==> src/common/dac_load_pkg.sv <==
// What this block does
// - select low opens a frame; data input sampled on rising serial clock
// - serial output changes only at select fall or on falling serial clock while selected
// - frame shorter than 24 rising edges is dropped at select release
// - beyond 24 edges bits keep flowing through the shift register
// - select release decodes the last 24 bits, load pin considered
// - 24-bit shift register, msb first, old bits leave on serial output
// - serial output undriven whenever select is high
// - select fall shows top bit; changes from first falling after a rise
// - frame is an 8-bit command then 16 data bits
// - register read needs two frames; second returns command copy plus data
// - read commands copy preload, output or setup into shift register
// - no bit counting for decode; decode only on select release
// - power-up output is zero or midscale per the selection pin with SYNC_STAGES of 2; always midscale with more stages
// - transfer mode 0 keeps written data in preload until a load
// - transfer mode 1 writes preload and output together at release
// - only the output register drives the converted level
// - load pin low copies preload to output, level sensitive
// - load pin held low updates output at each select release
// - soft load command copies preload to output
// - mode write obeys mode bit; update and write-all always write both
// - setup bits power down amplifier, output floating or pulled down
// - clear pin low forces output to the power-up level, level sensitive
package dac_load_pkg;
    localparam int FRAME_BITS = 24;
    localparam int DATA_BITS  = 16;
    localparam int CMD_BITS   = 8;

    // command byte: opcode in the top five bits, channel in the low three
    typedef struct packed {
        logic [4:0] opcode;
        logic [2:0] chan;
    } spi_cmd_t;

    typedef struct packed {
        logic mode;     // transfer_mode_bit
        logic sel_10k;
        logic sel_hiz;
    } setup_t;

    localparam logic [4:0] OP_WRITE_MODE   = 5'h01;
    localparam logic [4:0] OP_UPDATE_WRITE = 5'h02; // update_write_cmd
    localparam logic [4:0] OP_WRITE_ALL    = 5'h03; // write_all_cmd
    localparam logic [4:0] OP_SOFT_LOAD    = 5'h04; // soft_load_cmd
    localparam logic [4:0] OP_SOFT_CLEAR   = 5'h05;
    localparam logic [4:0] OP_POWER_DOWN   = 5'h06;
    localparam logic [4:0] OP_SET_MODE     = 5'h07;
    localparam logic [4:0] OP_READ_PRELOAD = 5'h08; // read_preload_cmd
    localparam logic [4:0] OP_READ_OUTPUT  = 5'h09; // read_output_cmd
    localparam logic [4:0] OP_READ_SETUP   = 5'h0a; // read_setup_cmd
    localparam logic [2:0] CHAN_ZERO       = 3'h0;

    localparam logic [15:0] CODE_ZERO     = 16'h0000;
    localparam logic [15:0] CODE_MIDSCALE = 16'h8000;
    localparam setup_t      SETUP_RESET   = '{mode: 1'b0, sel_10k: 1'b0, sel_hiz: 1'b0};
    localparam logic [4:0]  EDGE_CNT_MAX  = 5'h18;

    // wishbone register byte offsets
    localparam logic [7:0] OFS_CTRL    = 8'h00;
    localparam logic [7:0] OFS_PRELOAD = 8'h04;
    localparam logic [7:0] OFS_OUTPUT  = 8'h08;
    localparam logic [7:0] OFS_SETUP   = 8'h0c;
    localparam logic [7:0] OFS_FRAMES  = 8'h10;
    localparam logic       CTRL_RESET  = 1'b1;
    localparam logic [31:0] UNMAPPED_READ = 32'h0000_0000;
endpackage

==> src/design/dac_serial_load_control.sv <==
`timescale 1ns/1ps
module dac_serial_load_control
    import dac_load_pkg::*;
#(
    parameter int SYNC_STAGES = 2
) (
    input  wire logic        clk_i,
    input  wire logic        rst_i,
    // serial link pins
    input  wire logic        select_n_i,
    input  wire logic        sclk_i,
    input  wire logic        sdi_i,
    output logic             sdo_o,
    output logic             sdo_oe_o,
    // level pins
    input  wire logic        load_out_pin_n_i,
    input  wire logic        clear_out_pin_n_i,
    input  wire logic        powerup_level_sel_i,
    // converter side
    output logic [15:0]      dac_code_o,
    output logic             amp_power_down_o,
    output logic             out_pulldown_o,
    output logic             out_hiz_o,
    // classic wishbone slave
    input  wire logic        wb_cyc_i,
    input  wire logic        wb_stb_i,
    input  wire logic        wb_we_i,
    input  wire logic [7:0]  wb_adr_i,
    input  wire logic [3:0]  wb_sel_i,
    input  wire logic [31:0] wb_dat_i,
    output logic             wb_ack_o,
    output logic [31:0]      wb_dat_o
);
    // elaboration check: a single stage cannot settle a metastable pin
    if (SYNC_STAGES < 2) begin : bad_sync_stages
        $error("SYNC_STAGES must be at least 2");
    end

    localparam int NPIN = 6;

    // all pins are asynchronous to clk_i; one extra stage for edge finding
    logic [NPIN-1:0] sync_reg [SYNC_STAGES];
    logic [NPIN-1:0] pins_d;
    logic [NPIN-1:0] pins_q;
    logic            sclk_prev_reg;
    logic            sel_prev_reg;

    assign pins_d = {powerup_level_sel_i, clear_out_pin_n_i, load_out_pin_n_i,
                     sdi_i, sclk_i, select_n_i};
    assign pins_q = sync_reg[SYNC_STAGES-1];

    // synchroniser chain, first stage feeds only the next stage
    always_ff @(posedge clk_i) begin
        if (rst_i) begin
            for (int i = 0; i < SYNC_STAGES; i++) begin
                sync_reg[i] <= 6'h3f;
            end
        end else begin
            sync_reg[0] <= pins_d;
            for (int i = 1; i < SYNC_STAGES; i++) begin
                sync_reg[i] <= sync_reg[i-1];
            end
        end
    end

    logic select_n_s;
    logic sclk_s;
    logic sdi_s;
    logic load_n_s;
    logic clear_n_s;
    logic level_sel_s;

    assign select_n_s  = pins_q[0];
    assign sclk_s      = pins_q[1];
    assign sdi_s       = pins_q[2];
    assign load_n_s    = pins_q[3];
    assign clear_n_s   = pins_q[4];
    assign level_sel_s = pins_q[5];

    // edge history on synchronised copies
    always_ff @(posedge clk_i) begin
        if (rst_i) begin
            sclk_prev_reg <= 1'b1;
            sel_prev_reg  <= 1'b1;
        end else begin
            sclk_prev_reg <= sclk_s;
            sel_prev_reg  <= select_n_s;
        end
    end

    logic link_en_reg;
    logic sel_fall;
    logic sel_rise;
    logic selected;
    logic sclk_rise;
    logic sclk_fall;
    logic in_frame_reg;

    assign selected  = ~select_n_s;
    assign sel_fall  = sel_prev_reg & ~select_n_s & link_en_reg;
    assign sel_rise  = ~sel_prev_reg & select_n_s & in_frame_reg;
    assign sclk_rise = ~sclk_prev_reg & sclk_s;
    assign sclk_fall = sclk_prev_reg & ~sclk_s;

    // frame tracking; a disabled link ignores new frames only
    always_ff @(posedge clk_i) begin
        if (rst_i) begin
            in_frame_reg <= 1'b0;
        end else if (sel_fall) begin
            in_frame_reg <= 1'b1;
        end else if (select_n_s) begin
            in_frame_reg <= 1'b0;
        end
    end

    logic [4:0] edge_cnt_reg;
    logic       frame_full;

    // counts only to tell a short frame; decode never depends on position
    always_ff @(posedge clk_i) begin
        if (rst_i) begin
            edge_cnt_reg <= 5'h00;
        end else if (sel_fall) begin
            edge_cnt_reg <= 5'h00;
        end else if (in_frame_reg && selected && sclk_rise && edge_cnt_reg != EDGE_CNT_MAX) begin
            edge_cnt_reg <= edge_cnt_reg + 5'h01;
        end
    end
    assign frame_full = (edge_cnt_reg == EDGE_CNT_MAX);

    logic [FRAME_BITS-1:0] shift_reg;
    logic [FRAME_BITS-1:0] read_load;
    logic                  read_hit;
    logic                  shift_phase_reg;
    logic                  sdo_reg;
    logic                  sdo_oe_reg;

    // sampled on rising clock, msb first; keeps shifting past 24 bits
    always_ff @(posedge clk_i) begin
        if (rst_i) begin
            shift_reg <= 24'h00_0000;
        end else if (in_frame_reg && selected && sclk_rise) begin
            shift_reg <= {shift_reg[FRAME_BITS-2:0], sdi_s};
        end else if (read_hit) begin
            shift_reg <= read_load;
        end
    end

    // serial output: no change before the first rising edge of the frame
    always_ff @(posedge clk_i) begin
        if (rst_i) begin
            sdo_reg         <= 1'b0;
            sdo_oe_reg      <= 1'b0;
            shift_phase_reg <= 1'b0;
        end else if (sel_fall) begin
            sdo_reg         <= shift_reg[FRAME_BITS-1];
            sdo_oe_reg      <= 1'b1;
            shift_phase_reg <= 1'b0;
        end else if (!in_frame_reg || select_n_s) begin
            sdo_oe_reg      <= 1'b0;
            shift_phase_reg <= 1'b0;
        end else begin
            if (sclk_rise) begin
                shift_phase_reg <= 1'b1;
            end
            if (sclk_fall && shift_phase_reg) begin
                sdo_reg <= shift_reg[FRAME_BITS-1];
            end
        end
    end

    // decode of the last frame
    spi_cmd_t       cmd;
    logic [15:0]    data_word;
    logic           decode;
    logic           chan_ok;

    assign cmd       = spi_cmd_t'(shift_reg[FRAME_BITS-1 -: CMD_BITS]);
    assign data_word = shift_reg[DATA_BITS-1:0];
    assign decode    = sel_rise & frame_full;
    assign chan_ok   = (cmd.chan == CHAN_ZERO);

    logic [15:0] preload_reg;
    logic [15:0] output_reg;
    setup_t      setup_reg;
    logic [15:0] preload_next;
    logic [15:0] output_next;
    setup_t      setup_next;
    logic [15:0] strap_code;
    logic [1:0]  init_cnt_reg;
    logic        init_pending;

    assign strap_code   = level_sel_s ? CODE_MIDSCALE : CODE_ZERO;
    assign init_pending = (init_cnt_reg != 2'h3);

    // strap is caught at the third edge after release; only with SYNC_STAGES of 2 does the synchroniser hold the pin by then
    always_ff @(posedge clk_i) begin
        if (rst_i) begin
            init_cnt_reg <= 2'h0;
        end else if (init_pending) begin
            init_cnt_reg <= init_cnt_reg + 2'h1;
        end
    end

    // read commands pick the register copied back into the shift register
    always_comb begin
        read_hit  = 1'b0;
        read_load = shift_reg;
        if (decode && chan_ok) begin
            unique case (cmd.opcode)
                OP_READ_PRELOAD: begin
                    read_hit  = 1'b1;
                    read_load = {shift_reg[FRAME_BITS-1 -: CMD_BITS], preload_reg};
                end
                OP_READ_OUTPUT: begin
                    read_hit  = 1'b1;
                    read_load = {shift_reg[FRAME_BITS-1 -: CMD_BITS], output_reg};
                end
                OP_READ_SETUP: begin
                    read_hit  = 1'b1;
                    read_load = {shift_reg[FRAME_BITS-1 -: CMD_BITS], 13'h0000, setup_reg};
                end
                default: begin
                    read_hit  = 1'b0;
                end
            endcase
        end
    end

    logic soft_clear;

    // command effects, then the level pins; clear pin has the last word
    always_comb begin
        preload_next = preload_reg;
        output_next  = output_reg;
        setup_next   = setup_reg;
        soft_clear   = 1'b0;
        if (decode && chan_ok) begin
            unique case (cmd.opcode)
                OP_WRITE_MODE: begin
                    preload_next = data_word;
                    if (setup_reg.mode) begin
                        output_next = data_word;
                    end
                end
                OP_UPDATE_WRITE, OP_WRITE_ALL: begin
                    preload_next = data_word;
                    output_next  = data_word;
                end
                OP_SOFT_LOAD: begin
                    output_next = preload_reg;
                end
                OP_SOFT_CLEAR: begin
                    soft_clear = 1'b1;
                end
                OP_POWER_DOWN: begin
                    setup_next.sel_10k = data_word[1];
                    setup_next.sel_hiz = data_word[0];
                end
                OP_SET_MODE: begin
                    setup_next.mode = data_word[0];
                end
                default: begin
                    // reads handled above; unknown codes change nothing
                    preload_next = preload_reg;
                end
            endcase
        end
        if (!load_n_s) begin
            output_next = preload_next;
        end
        if (!clear_n_s || soft_clear || init_pending) begin
            output_next = strap_code;
        end
    end

    // data and setup registers
    always_ff @(posedge clk_i) begin
        if (rst_i) begin
            preload_reg <= CODE_ZERO;
            output_reg  <= CODE_ZERO;
            setup_reg   <= SETUP_RESET;
        end else begin
            preload_reg <= preload_next;
            output_reg  <= output_next;
            setup_reg   <= setup_next;
        end
    end

    // converter drive; only the output register reaches the level
    always_ff @(posedge clk_i) begin
        if (rst_i) begin
            dac_code_o       <= CODE_ZERO;
            amp_power_down_o <= 1'b0;
            out_pulldown_o   <= 1'b0;
            out_hiz_o        <= 1'b0;
        end else begin
            dac_code_o       <= output_next;
            amp_power_down_o <= setup_next.sel_10k | setup_next.sel_hiz;
            out_pulldown_o   <= setup_next.sel_10k & ~setup_next.sel_hiz;
            out_hiz_o        <= setup_next.sel_hiz;
        end
    end

    assign sdo_o    = sdo_reg;
    assign sdo_oe_o = sdo_oe_reg;

    // frame statistics for software
    logic [15:0] good_frames_reg;
    logic [15:0] short_frames_reg;

    always_ff @(posedge clk_i) begin
        if (rst_i) begin
            good_frames_reg  <= 16'h0000;
            short_frames_reg <= 16'h0000;
        end else if (sel_rise) begin
            if (frame_full) begin
                good_frames_reg <= good_frames_reg + 16'h0001;
            end else begin
                short_frames_reg <= short_frames_reg + 16'h0001;
            end
        end
    end

    // wishbone slave: one wait state, ack dropped after one cycle
    logic wb_req;

    assign wb_req = wb_cyc_i & wb_stb_i & ~wb_ack_o;

    // write lands on the edge at which the master sees ack
    logic wb_wr_done;

    assign wb_wr_done = wb_cyc_i & wb_stb_i & wb_we_i & wb_ack_o;

    always_ff @(posedge clk_i) begin
        if (rst_i) begin
            wb_ack_o <= 1'b0;
        end else begin
            wb_ack_o <= wb_req;
        end
    end

    // control write; link enable gates new frames, never cuts one short
    always_ff @(posedge clk_i) begin
        if (rst_i) begin
            link_en_reg <= CTRL_RESET;
        end else if (wb_wr_done && wb_adr_i == OFS_CTRL && wb_sel_i[0]) begin
            link_en_reg <= wb_dat_i[0];
        end
    end

    // read mux, registered with the ack
    always_ff @(posedge clk_i) begin
        if (rst_i) begin
            wb_dat_o <= UNMAPPED_READ;
        end else if (wb_req && !wb_we_i) begin
            unique case (wb_adr_i)
                OFS_CTRL:    wb_dat_o <= {30'h0000_0000, in_frame_reg, link_en_reg};
                OFS_PRELOAD: wb_dat_o <= {16'h0000, preload_reg};
                OFS_OUTPUT:  wb_dat_o <= {16'h0000, output_reg};
                OFS_SETUP:   wb_dat_o <= {29'h0000_0000, setup_reg};
                OFS_FRAMES:  wb_dat_o <= {short_frames_reg, good_frames_reg};
                default:     wb_dat_o <= UNMAPPED_READ;
            endcase
        end
    end
endmodule

==> config.mk <==
export PLATFORM = sky130hd
export DESIGN_NAME = dac_serial_load_control
export DESIGN_NICKNAME = d
export VERILOG_FILES = /design/src/common/dac_load_pkg.sv /design/src/design/dac_serial_load_control.sv
export SDC_FILE = /design/constraint.sdc
export NUM_CORES = 1
export LEC_CHECK = 0
export BUFFER_PORTS_ARGS = -buffer_cell sky130_fd_sc_hd__buf_2
export CAP_MARGIN = 20
export CORE_UTILIZATION = 40
export CTS_CLUSTER_DIAMETER = 50
export DETAILED_ROUTE_END_ITERATION = 8
export GPL_TIMING_DRIVEN = 0
export PLACE_DENSITY = 0.69
export SLEW_MARGIN = 5
export SYNTH_ARGS = -nofsm -noshare
export SYNTH_HDL_FRONTEND = slang
export SYNTH_SLANG_ARGS = --single-unit
export TNS_END_PERCENT = 20
==> constraint.sdc <==
create_clock -name clk_i -period 5.5 [get_ports clk_i]
set_input_delay 0.55 -clock clk_i [delete_from_list [all_inputs] [get_ports clk_i]]
set_output_delay 0.55 -clock clk_i [all_outputs]
set_load 0.1 [all_outputs]
Word-level counts from Yosys, hierarchy flattened
Memory sizes are Yosys's and may differ from the RTL's.
Index checks and enable logic that the tools add are counted.
{ "classes": {"n_eq_ne": 21, "addsub": 4, "reduce_logical": 33, "muxes": 31, "bitwise": 22} }
{ "op_table": {"columns": ["op", "n"], "rows": [
  ["$pmux W32 S5", 1],
  ["$mux W16", 9],
  ["$pmux W16 S3", 2],
  ["$add A16 B1 Y16 const B", 2],
  ["$mux W24", 1],
  ["$eq A5 B3 Y1 const B", 4],
  ["$eq A8 B4 Y1 const B", 2],
  ["$eq A5 B4 Y1 const B", 3],
  ["$mux W1", 14],
  ["$and A1 B1 Y1", 12],
  ["$mux W6", 2],
  ["$eq A5 B2 Y1 const B", 2],
  ["$reduce_bool A2 Y1", 5],
  ["$reduce_or A3 Y1", 3],
  ["$eq A8 B3 Y1 const B", 1],
  ["$eq A8 B5 Y1 const B", 1],
  ["$logic_and A1 B1 Y1", 8],
  ["$logic_not A8 Y1", 1],
  ["$reduce_and A2 Y1", 4],
  ["$not A1 Y1", 7],
  ["$reduce_and A3 Y1", 2],
  ["$add A5 B1 Y5 const B", 1],
  ["$eq A5 B1 Y1 const B", 1],
  ["$eq A5 B5 Y1 const B", 1],
  ["other kinds (13)", 22]
]} }
{ "word_totals": {"inputBits": 55, "memories": 1, "mem_bits_rw": 12, "out_inout_bits": 54, "register_bits": 140} }
{ "memory_table": {"columns": ["memory", "depth", "word_bits", "rd", "rd_ports_with_merged_regs", "write_ports", "line_no", "rtl"], "rows": [
  ["sync_reg", 2, 6, 2, 0, 2, "dac_serial_load_control.sv:42", "logic [NPIN-1:0] sync_reg [SYNC_STAGES];"]
]} }

Logic depth before layout (Yosys ltp)
Gate-level depths: netlist of the first run.
{ "depth": {"ltp_word": 10, "ltp_mapped": 11, "depth_no_buf": 7} }

Worst setup path after synthesis of the first run
No wires, ideal clock.
{ "synth_timing": {"kind": "input-to-reg", "startpoint": "input wb_adr_i[7]", "endpoint": "register wb_dat_o[16]", "arrival_time_ns": 1.892, "stages": 7, "setup_time_ns": 0.070, "setup_slack_ns": 3.537, "required_ns": 5.430, "cell_sequence": "or4_1 nor2_1 and3_1 clkbuf_1 buf_2 nand3_1 a21oi_1"} }
{ "synth_between": {"elab_chain_len": 2, "elab_cells_between_ends": 6} }
{ "synth_rtl": {"columns": ["element", "line_no", "rtl"], "rows": [
  ["start, declared", "dac_serial_load_control.sv:28", "input wire logic [7:0] wb_adr_i,"],
  ["$eq A8 B5 Y1, or another cell as far along", "dac_serial_load_control.sv:357", "unique case (wb_adr_i)"],
  ["$pmux W32 S5 *", "dac_serial_load_control.sv:357", null],
  ["end signal, assigned", "dac_serial_load_control.sv:358", "OFS_CTRL: wb_dat_o <= {30'h0000_0000, in_frame_reg, link_en_reg};"],
  ["end signal, assigned", "dac_serial_load_control.sv:359", "OFS_PRELOAD: wb_dat_o <= {16'h0000, preload_reg};"],
  ["end signal, assigned", "dac_serial_load_control.sv:360", "OFS_OUTPUT: wb_dat_o <= {16'h0000, output_reg};"],
  ["end, declared", "dac_serial_load_control.sv:32", "output logic [31:0] wb_dat_o"]
]} }
Mark *: on every way between the ends. The rest lies on a longest branch, timed or not.
A chain may end at the register's enable or synchronous reset.

Worst setup path after layout of the first run
{ "layout_timing": {"startpoint": "register edge_cnt_reg[0]", "endpoint": "register dac_code_o[13]"} }
{ "layout_between": {"elab_chain_len": 8, "elab_cells_between_ends": 13} }
{ "layout_rtl": {"columns": ["element", "line_no", "rtl"], "rows": [
  ["start, declared", "dac_serial_load_control.sv:116", "logic [4:0] edge_cnt_reg;"],
  ["start signal, assigned", "dac_serial_load_control.sv:126", "edge_cnt_reg <= edge_cnt_reg + 5'h01;"],
  ["$eq A5 B5 Y1 *", "dac_serial_load_control.sv:129", "assign frame_full = (edge_cnt_reg == EDGE_CNT_MAX);"],
  ["$and A1 B1 Y1 *", "dac_serial_load_control.sv:180", "assign decode = sel_rise & frame_full;"],
  ["$logic_and A1 B1 Y1 *", "dac_serial_load_control.sv:238", "if (decode && chan_ok) begin"],
  ["$mux W1", "dac_serial_load_control.sv:238", null],
  ["$logic_or A1 B1 Y1 (2 in a row)", "dac_serial_load_control.sv:272", "if (!clear_n_s || soft_clear || init_pending) begin"],
  ["$ne A5 B1 Y1 (no source line), or another cell as far along", null, null],
  ["$reduce_and A3 Y1 (no source line)", null, null],
  ["end signal, assigned", "dac_serial_load_control.sv:298", "dac_code_o <= output_next;"],
  ["end, declared", "dac_serial_load_control.sv:20", "output logic [15:0] dac_code_o,"]
]} }
Marked as above.

==> flow_summary.toml, run 1 <==
[run_status]
status = "completed"

[drt]
drtAntennaViolNets = 0
dr.pass1.iters = 5
wire_per_inst_um = 16.1
wirelength_um = 17500
viasPerCell = 5.46
initialDrtViolationCount = 557
drc = 0
vias = 5917

[global_routing]
grt_max_degree = 17
gr-total-overflow = 0
grt_pass1_vias = 5416
grt_util_all_layers = 0.208
grt_pass1_wl_um = 28300
antenna_found_initial = 0

[placement]
dp_hpwl_um = 12700
place_area_sq_um = 7320
place.port_buffers = 73
placed_cells = 1054
gp_congestion = 0.910

[worst_setup_path]
critPathMaxFanout = 10
crit_type = "reg2reg"
crit_required_ps = 5780
worstSetupEndpointType = "flop"
cp-start-kind = "flop"
worstPathArrival_ps = 2570

[timing]
period_needed_ps = 2290
tightest_slew_ps = 788
max_freq_mhz = 437
fin_skew_ps = 7.57
setup_tns_ps = 0
slew_viol_final = 0
finalSetupViolCount = 0
max_slew_margin = 0.470
finalHoldViolCount = 0
grt_setup_unrepaired = "false"
period_share = 0.416

[cts]
numCtsBuffers = 17
cts_sinks = 152
cts_tree = "yes"
h-tree-depth = 4
cts_resized = 0
cts_buffer_depth = 2
cts_root_buffer = "clkbuf_16"
cts_setup_buffers = 0
clk_latency_ps = 430
path_clk_slew_ps = 60
hold_buffers = 0

[logic_synthesis]
ys_ff_latch = 152
ys_async_sr_fraction = 0
synth_edf_count = 0
synthFlopType = "dfxtp_1"
synth_fp_nets = 825
synth_cell_types = 67
synthCells = 765
syn_area_per_cell_sq_um = 8.74
yosysSeqAreaShare = 0.455
synth_warnings = 0
syn_area_sq_um = 6690

[layout]
area_growth_pct = 18.8
largest_register_ffs = 32
final_area_sq_um = 7940
fin_cells = 1084
drive_gt1_frac = 0.182
nFillCells = 1571
final_util = 0.493
num_antenna_cells = 0
nNetsFinal = 917

[job]
maxCapViolations = 0

[floorplan]
core_sq_um = 16100
die_width_um = 131
dieHeight_um = 131
die_area_sq_um = 17200
ios = 109
rows = 46
initial_core_util = 0.415

[power_and_ir_drop]
peakVddDrop_uv = 226
powerDensity_nw_per_um2 = 316
p_leak_uw = 0.00300

[hold_path]
holdCritPathClass = "in2reg"
-- cell usage in the layout, fill, tap and decap left out, types with 21 or more instances in the layout --
master,synthesis,layout
buf_2,12,85
nand3_1,33,33
a21oi_1,55,55
o21ai_0,24,24
nor3_1,40,40
nor2_1,89,89
clkbuf_1,36,37
nand2_1,90,90
mux2i_1,21,21
dfxtp_1,152,152
a221oi_1,28,28
-- Yosys cell counts (3+ instances only) --
cell type,number,area share
dfxtp_1,152,0.46
nand4_1,11,0.010
o21ai_1,3,0.0022
clkbuf_1,36,0.020
nand3b_1,3,0.0034
and3_1,5,0.0047
inv_1,12,0.0067
nor4_1,4,0.0037
nand2_1,90,0.051
xor2_1,14,0.018
a22o_1,13,0.017
nand3_1,33,0.025
mux2i_1,21,0.031
a221oi_1,28,0.037
ha_1,5,0.0094
xnor2_1,16,0.021
a211oi_1,5,0.0056
o21ai_0,24,0.018
a21oi_1,55,0.041
a211oi_2,10,0.019
or3_1,8,0.0075
nor2_1,89,0.050
buf_2,12,0.0090
nor3_1,40,0.030
and2_1,3,0.0028
o221ai_1,3,0.0039
buf_6,3,0.0051
or2_2,15,0.014
-- power by group --
part	internal (uW)	switching, uW
Combinational	37.3	116
Clock	786	439
Sequential	1120	10.1
-- path summary, 6_finish.rpt --
path / start / end / slack [ps] / depth (start not counted)
setup / recovery: edge_cnt_reg[0]$_SDFFE_PP0P_ / dac_code_o[13]$_SDFFE_PP0P_ / 3210 / 9
hold / removal: select_n_i / sync_reg[0][0]$_SDFF_PP1_ / 300 / 2
setup reg to reg: edge_cnt_reg[0]$_SDFFE_PP0P_ / dac_code_o[13]$_SDFFE_PP0P_ / 3210 / 9
hold reg to reg: sync_reg[0][3]$_SDFF_PP1_ / sync_reg[0][9]$_SDFF_PP1_ / 410 / 1
-- routing by layer --
metal	vias up	GRT usage	share of wire
li1	2918	-	-
met1	2767	0.275	0.47
met2	203	0.331	0.45
met3	29	0.0424	0.056
met4	0	0.0833	0.022
met5	-	0	0
-- area by class of cell --
cell class	count	area [sq um]	area share
Clock inverter	9	148	0.0186
Buffer	53	251	0.0317
Inverter	12	45.0	0.00567
Multi-Input combinational cell	548	3350	0.421
Timing Repair Buffer	73	365	0.0460
Sequential cell	152	3040	0.383
Tap cell	216	270	0.0340
Clock buffer	21	470	0.0593
-- cells by family after synthesis --
family                   synth area share
AND/OR/NAND/NOR                     0.241
AO/OA/AOI/OAI                       0.170
flip-flops                          0.455
buffers and inverters              0.0444
XOR/XNOR                           0.0393
multiplexers                       0.0404
adder cells (fa/ha/maj)           0.00936
-- worst max-delay path: stages (launching register included) --
cell and delay [ps]:
dfxtp_1 330, inv_1 90, ha_1 170, and4b_1 210
buf_6 150, nand2_4 70, o31ai_4 500, buf_8 240
mux2i_1 280, a211oi_2 100
-- stage by stage --
| step | power [uW] | hold slack, ps | worst slack, ps |
|---|---|---|---|
| floorplan | 1260 | 389 | 3540 |
| global placement | 1300 | 395 | 3110 |
| detailed placement | 1300 | 393 | 3110 |
| CTS | 2520 | 295 | 3220 |
| global route | 2590 | 304 | 3010 |
| finish | 2510 | 302 | 3210 |
Power figures use the tool's default switching activity.
==> run 2, diff against run 1 <==
ABC_AREA = 1   (was unset)
PLACE_DENSITY = 0.71   (was 0.69)
clock period = 1.9 ns   (was 5.5 ns; I/O delays follow)
==> run 2 against run 1 <==
Clock-buffer cell count is 3 lower. Via count rose by 26%. Area after synthesis is 9.6% higher. Total power increased to 2.9 times the previous value. Combinational power grew 110%. Synthesized cell count increased by 42%. Sequential share of layout area decreased by 4.4 points. Die area is 9.5% higher. Critical path type unchanged. Largest power group unchanged.
==> flow_summary.toml, run 2 <==
[global_routing]
antenna_found_initial = 0
grt_pass1_wl_um = 33300
use_met3 = 0.0453
grt_max_degree = 17
use_met2 = 0.377
grt_pass1_vias = 6770
gr-total-overflow = 0
use_met1 = 0.293
grt_util_all_layers = 0.229
top_usage_layer = "met2"

[timing]
fin_skew_ps = 7.73
slew_viol_final = 0
finalHoldViolCount = 0
max_slew_margin = 0.546
period_needed_ps = 1880
grt_setup_unrepaired = "true"
finalSetupViolCount = 0
fin_ws_ps = 15.7
period_share = 0.992
max_freq_mhz = 531
tightest_slew_ps = 680

[logic_synthesis]
synthFlopType = "dfxtp_1"
synthCells = 1083
synth_compound_area_frac = 0.182
synth_cell_types = 37
synth_fp_nets = 1143
yosysSeqAreaShare = 0.415
synth_fa_ha_area_frac = 0.00854
synth_warnings = 0
synth-xor-area-share = 0.00717
ys_top_cells_by_count = "293 x nand2_1, 152 x dfxtp_1, 112 x a21oi_1"
syn_area_sq_um = 7330
yosysTopAreaCell = "dfxtp_1"
synthMuxAreaShare = 0
yosysMostFrequentCell = "nand2_1"
ys_async_sr_fraction = 0
synth_edf_count = 0
synth_top_family_by_area = "simple AND/OR/NAND/NOR gates"
yosys.area.top_type_share = 0.415
ys_top_cells_by_area = "dfxtp_1 42%, nand2_1 15%, a21oi_1 7.6%"
ys_ff_latch = 152
synthSimpleGateAreaFrac = 0.303
syn_area_per_cell_sq_um = 6.77

[drt]
viasPerCell = 5.19
wirelength_um = 21100
dr.pass1.iters = 7
initialDrtViolationCount = 492
wire_per_inst_um = 14.7
vias = 7446
drc = 0
drtAntennaViolNets = 0

[layout]
nNetsFinal = 1253
final_area_sq_um = 8990
final_util = 0.500
fin_cells = 1435
largest_register_ffs = 32
multiInputGateArea_sq_um = 3830
drive_gt1_frac = 0.166
num_antenna_cells = 0
nFillCells = 1765
area_growth_pct = 22.6
final_cell_mix = "284 x nand2_1, 148 x dfxtp_1, 108 x a21oi_1, 99 x inv_1, 96 x nor2_1"
layout_commonest_cell = "nand2_1"
regArea_sq_um = 3050

[cts]
path_clk_slew_ps = 60
clk_latency_ps = 440
h-tree-depth = 4
cts_tree = "yes"
numCtsBuffers = 17
cts_sinks = 152
cts_buffer_depth = 2
cts_root_buffer = "clkbuf_16"

[worst_setup_path]
worstSetupEndpointType = "flop"
r2r_slack_ps = 20
worstPathArrival_ps = 2220
cp-start-kind = "flop"
crit_required_ps = 2240
critPathMaxFanout = 8
crit_type = "reg2reg"

[power_and_ir_drop]
peakVddDrop_uv = 646
p_leak_uw = 0.00367
powerDensity_nw_per_um2 = 799
power_uw = 7180

[placement]
place.port_buffers = 73
place_area_sq_um = 7980
placed_cells = 1385
pre_cts_ws_ps = -362
gp_congestion = 0.919
dp_hpwl_um = 15500

[floorplan]
die_area_sq_um = 18900
rows = 49
initial_core_util = 0.408
ios = 109
core_sq_um = 18000
die_width_um = 137
dieHeight_um = 137

[run_status]
status = "completed"

[job]
maxCapViolations = 0

[hold_path]
holdCritPathClass = "in2reg"
run 2: cells by family after synthesis:
logic type      after synthesis
buf+inv                     156
compound gates              238
flops                       152
xor+xnor                      6
fa+ha+maj                     5
simple gates                526
run 2: cell type report:
class                      count  share of cell area
sequential                   152               0.339
tap                          229              0.0319
inverter                     104              0.0437
clock buffer                  18              0.0478
buffer                        51              0.0308
timing repair buffer          92              0.0582
multi-input combinational    775               0.426
clock inverter                14              0.0220
run 2: report_power, final:
part	leakage, uW	internal [uW]	switching [uW]
clock	0.000306	2210	1420
combinational	0.00214	91.3	226
sequential	0.00123	3220	16.8
total	0.00367	5520	1660
run 2: worst max-delay path: stages (launching register included):
cell and delay [ps]:
dfxtp_4 360, inv_4 60, ha_4 130, nand2_4 50, nor2_4 190, nand2_4 80
nor2_4 100, buf_8 140, nand3_4 80, a21oi_4 220, buf_4 170, inv_1 40
nor2_1 100, nor2_1 50
run 2: through the flow:
| stage | hold slack [ps] | TNS, ps |
|---|---|---|
| 4_1_cts | 32.8 | -17.0 |
| 5_1_grt | 59.0 | -451 |
| 6_report | 51.4 | 0 |
| 3_5_place_dp | 374 | -12760 |
| 3_3_place_gp | 379 | -11670 |
| 2_1_floorplan | 294 | 0 |
run 2: timing repair:
item,in CTS,in global routing
hold endpoints to repair,7,0
hold buffers,7,0
resized for setup,21,55
pin swaps,5,9
gates cloned,0,2
setup endpoints to repair,80,55
buffers inserted,6,4
run 2: worst paths after layout:
check,start,end,depth (start not counted)
hold / removal,wb_stb_i,wb_ack_o$_SDFF_PP0_,3
setup / recovery,edge_cnt_reg[0]$_SDFFE_PP0P_,dac_code_o[15]$_SDFFE_PP0P_,13
setup reg to reg,edge_cnt_reg[0]$_SDFFE_PP0P_,dac_code_o[15]$_SDFFE_PP0P_,13
hold reg to reg,sync_reg[0][2]$_SDFF_PP1_,sync_reg[0][8]$_SDFF_PP1_,1
run 2: metal layers:
layer / vias to the layer above / part of all wire
li1: 3751 / -
met1: 3406 / 0.44
met2: 243 / 0.47
met3: 46 / 0.063
met4: 0 / 0.023
met5: - / 0
==> run 3, diff against run 2 <==
ABC_CLOCK_PERIOD_IN_PS = 1900   (was unset)
CORE_UTILIZATION = 45   (was 40)
GPL_TIMING_DRIVEN = unset   (was 0)
PLACE_DENSITY = 0.77   (was 0.71)
==> run 3 against run 2 <==
Sequential power about the same. Clock-buffer cell count increased by 3. Clock power decreased by 9.1%. Sequential share of layout area increased by 0.39 points. Combinational power increased by 2%. Largest cell class unchanged. Largest power group unchanged.
==> flow_summary.toml, run 3 (synthesis gave the netlist of run 2 again) <==
[drt]
dr.pass1.iters = 5
drtAntennaViolNets = 0
wire_per_inst_um = 13.9
viasPerCell = 5.36
drc = 0
vias = 7518
initialDrtViolationCount = 658
wirelength_um = 19500

[floorplan]
die_area_sq_um = 16800
dieHeight_um = 130
core_sq_um = 15900
ios = 109
die_width_um = 130
rows = 46
initial_core_util = 0.461

[worst_setup_path]
cp-start-kind = "flop"
crit_required_ps = 2260
r2r_cells = 12
reg2reg_from = "edge_cnt_reg[0]$_SDFFE_PP0P_"
critPathMaxFanout = 7
worstPathArrival_ps = 2230
worstSetupEndpointType = "flop"
r2r_slack_ps = 20
r2r_end = "dac_code_o[0]$_SDFFE_PP0P_"
crit_type = "reg2reg"

[cts]
cts_buffer_depth = 2
clk_latency_ps = 430
numCtsBuffers = 17
cts_sinks = 152
cts_root_buffer = "clkbuf_16"
path_clk_slew_ps = 60
h-tree-depth = 4
cts_tree = "yes"

[layout]
nNetsFinal = 1234
final_area_sq_um = 8870
layout_commonest_cell = "nand2_1"
nFillCells = 1527
largest_register_ffs = 32
final_cell_mix = "289 x nand2_1, 150 x dfxtp_1, 106 x a21oi_1, 102 x nor2_1, 99 x inv_1"
drive_gt1_frac = 0.161
num_antenna_cells = 0
area_growth_pct = 21.0
fin_cells = 1403

[power_and_ir_drop]
switching_share = 0.229
p_leak_uw = 0.00363
comb_power_share = 0.047
seq_power_share = 0.472
powerDensity_nw_per_um2 = 773
clkPwrFrac = 0.481
power_uw = 6860
switchingPower_uw = 1570
peakVddDrop_uv = 696
p_int_uw = 5290

[global_routing]
gr-total-overflow = 0
grt_max_degree = 78
grt_pass1_vias = 6527
grt_util_all_layers = 0.235
antenna_found_initial = 0
grt_pass1_wl_um = 31200

[placement]
pre_cts_ws_ps = -2.68
gp_congestion = 0.867
placed_cells = 1359
place.port_buffers = 74
dp_hpwl_um = 13300
place_area_sq_um = 8100

[timing]
max_slew_margin = 0.644
finalSetupViolCount = 0
fin_skew_ps = 7.82
finalHoldViolCount = 0
period_needed_ps = 1880
tightest_slew_ps = 534
period_share = 0.988
grt_setup_unrepaired = "true"
slew_viol_final = 0
setup_tns_ps = 0
max_freq_mhz = 533
fin_ws_ps = 22.3

[hold_path]
holdCritPathClass = "in2reg"
min_path_cells = 3
min-delay-start = "wb_stb_i"
min_to = "wb_ack_o$_SDFF_PP0_"

[run_status]
status = "completed"

[job]
maxCapViolations = 0
-- run 3: cell types whose count changed in the layout (fill, tap and decap cells not counted), sizes merged --
cell and change:
clkbuf -32, buf +16, clkinvlp +4, clkinv -3, bufinv -2, inv -2
-- run 3: power by group through the flow --
| stage | Combinational (uW) | Clock [uW] | Sequential (uW) |
|---|---|---|---|
| after floorplan | 159 | 0 | 3350 |
| after global placement | 285 | 0 | 3310 |
| after detailed placement | 292 | 0 | 3310 |
| after CTS | 316 | 3330 | 3240 |
| after global routing | 348 | 3480 | 3240 |
| final | 323 | 3300 | 3240 |
-- run 3: metal layers --
metal,vias up,part of all wire,global-route usage
met4,0,0.026,0.105
li1,3719,-,-
met3,48,0.072,0.0462
met1,3463,0.43,0.299
met2,288,0.47,0.386
met5,-,0,0
-- run 3: worst max path at each step --
| stage | startpoint | to | slack (ps) |
|---|---|---|---|
| floorplan | edge_cnt_reg[0]$_SDFFE_PP0P_ | short_frames_reg[11]$_SDFFE_PP0P_ | 170 |
| CTS | edge_cnt_reg[0]$_SDFFE_PP0P_ | dac_code_o[2]$_SDFFE_PP0P_ | 10 |
| global route | edge_cnt_reg[1]$_SDFFE_PP0P_ | dac_code_o[0]$_SDFFE_PP0P_ | -60 |
| global placement | edge_cnt_reg[0]$_SDFFE_PP0P_ | dac_code_o[15]$_SDFFE_PP0P_ | 90 |
| detailed placement | edge_cnt_reg[0]$_SDFFE_PP0P_ | dac_code_o[9]$_SDFFE_PP0P_ | -3 |
| finish | edge_cnt_reg[0]$_SDFFE_PP0P_ | dac_code_o[0]$_SDFFE_PP0P_ | 20 |
-- run 3: per-stage QoR --
stage,utilization,hold slack (ps)
floorplan,-,294
CTS,0.552,50.0
global placement,0.510,372
detailed placement,0.510,374
finish,0.558,57.3
global route,0.558,64.9
-- run 3: what timing repair did --
item                                    in CTS  in global routing
resized for setup                            1                 19
setup buffers                                1                  3
endpoints found under the setup margin       4                 43
hold endpoints to repair                     7                  0
pin swaps                                    2                  1
gates cloned                                 0                  1
hold buffers                                 7                  0
-- run 3: area by class of cell --
class / count / area (sq um) / share of cell area
Inverter: 104 / 390 / 0.0440
Clock buffer: 21 / 450 / 0.0508
Multi-Input combinational cell: 775 / 3730 / 0.420
Tap cell: 216 / 270 / 0.0305
Timing Repair Buffer: 124 / 860 / 0.0969
Clock inverter: 11 / 125 / 0.0141
Sequential cell: 152 / 3050 / 0.343
-- run 3: critical path, cell delays in order, from the launching register on --
cell	delay [ps]
dfxtp_2	320
inv_2	70
ha_4	150
nand2_2	70
nor2_4	130
nand2_4	80
nor2_4	140
buf_6	120
nand3_4	70
a21oi_4	250
clkbuf_16	210
nand2_1	50
a21oi_1	120
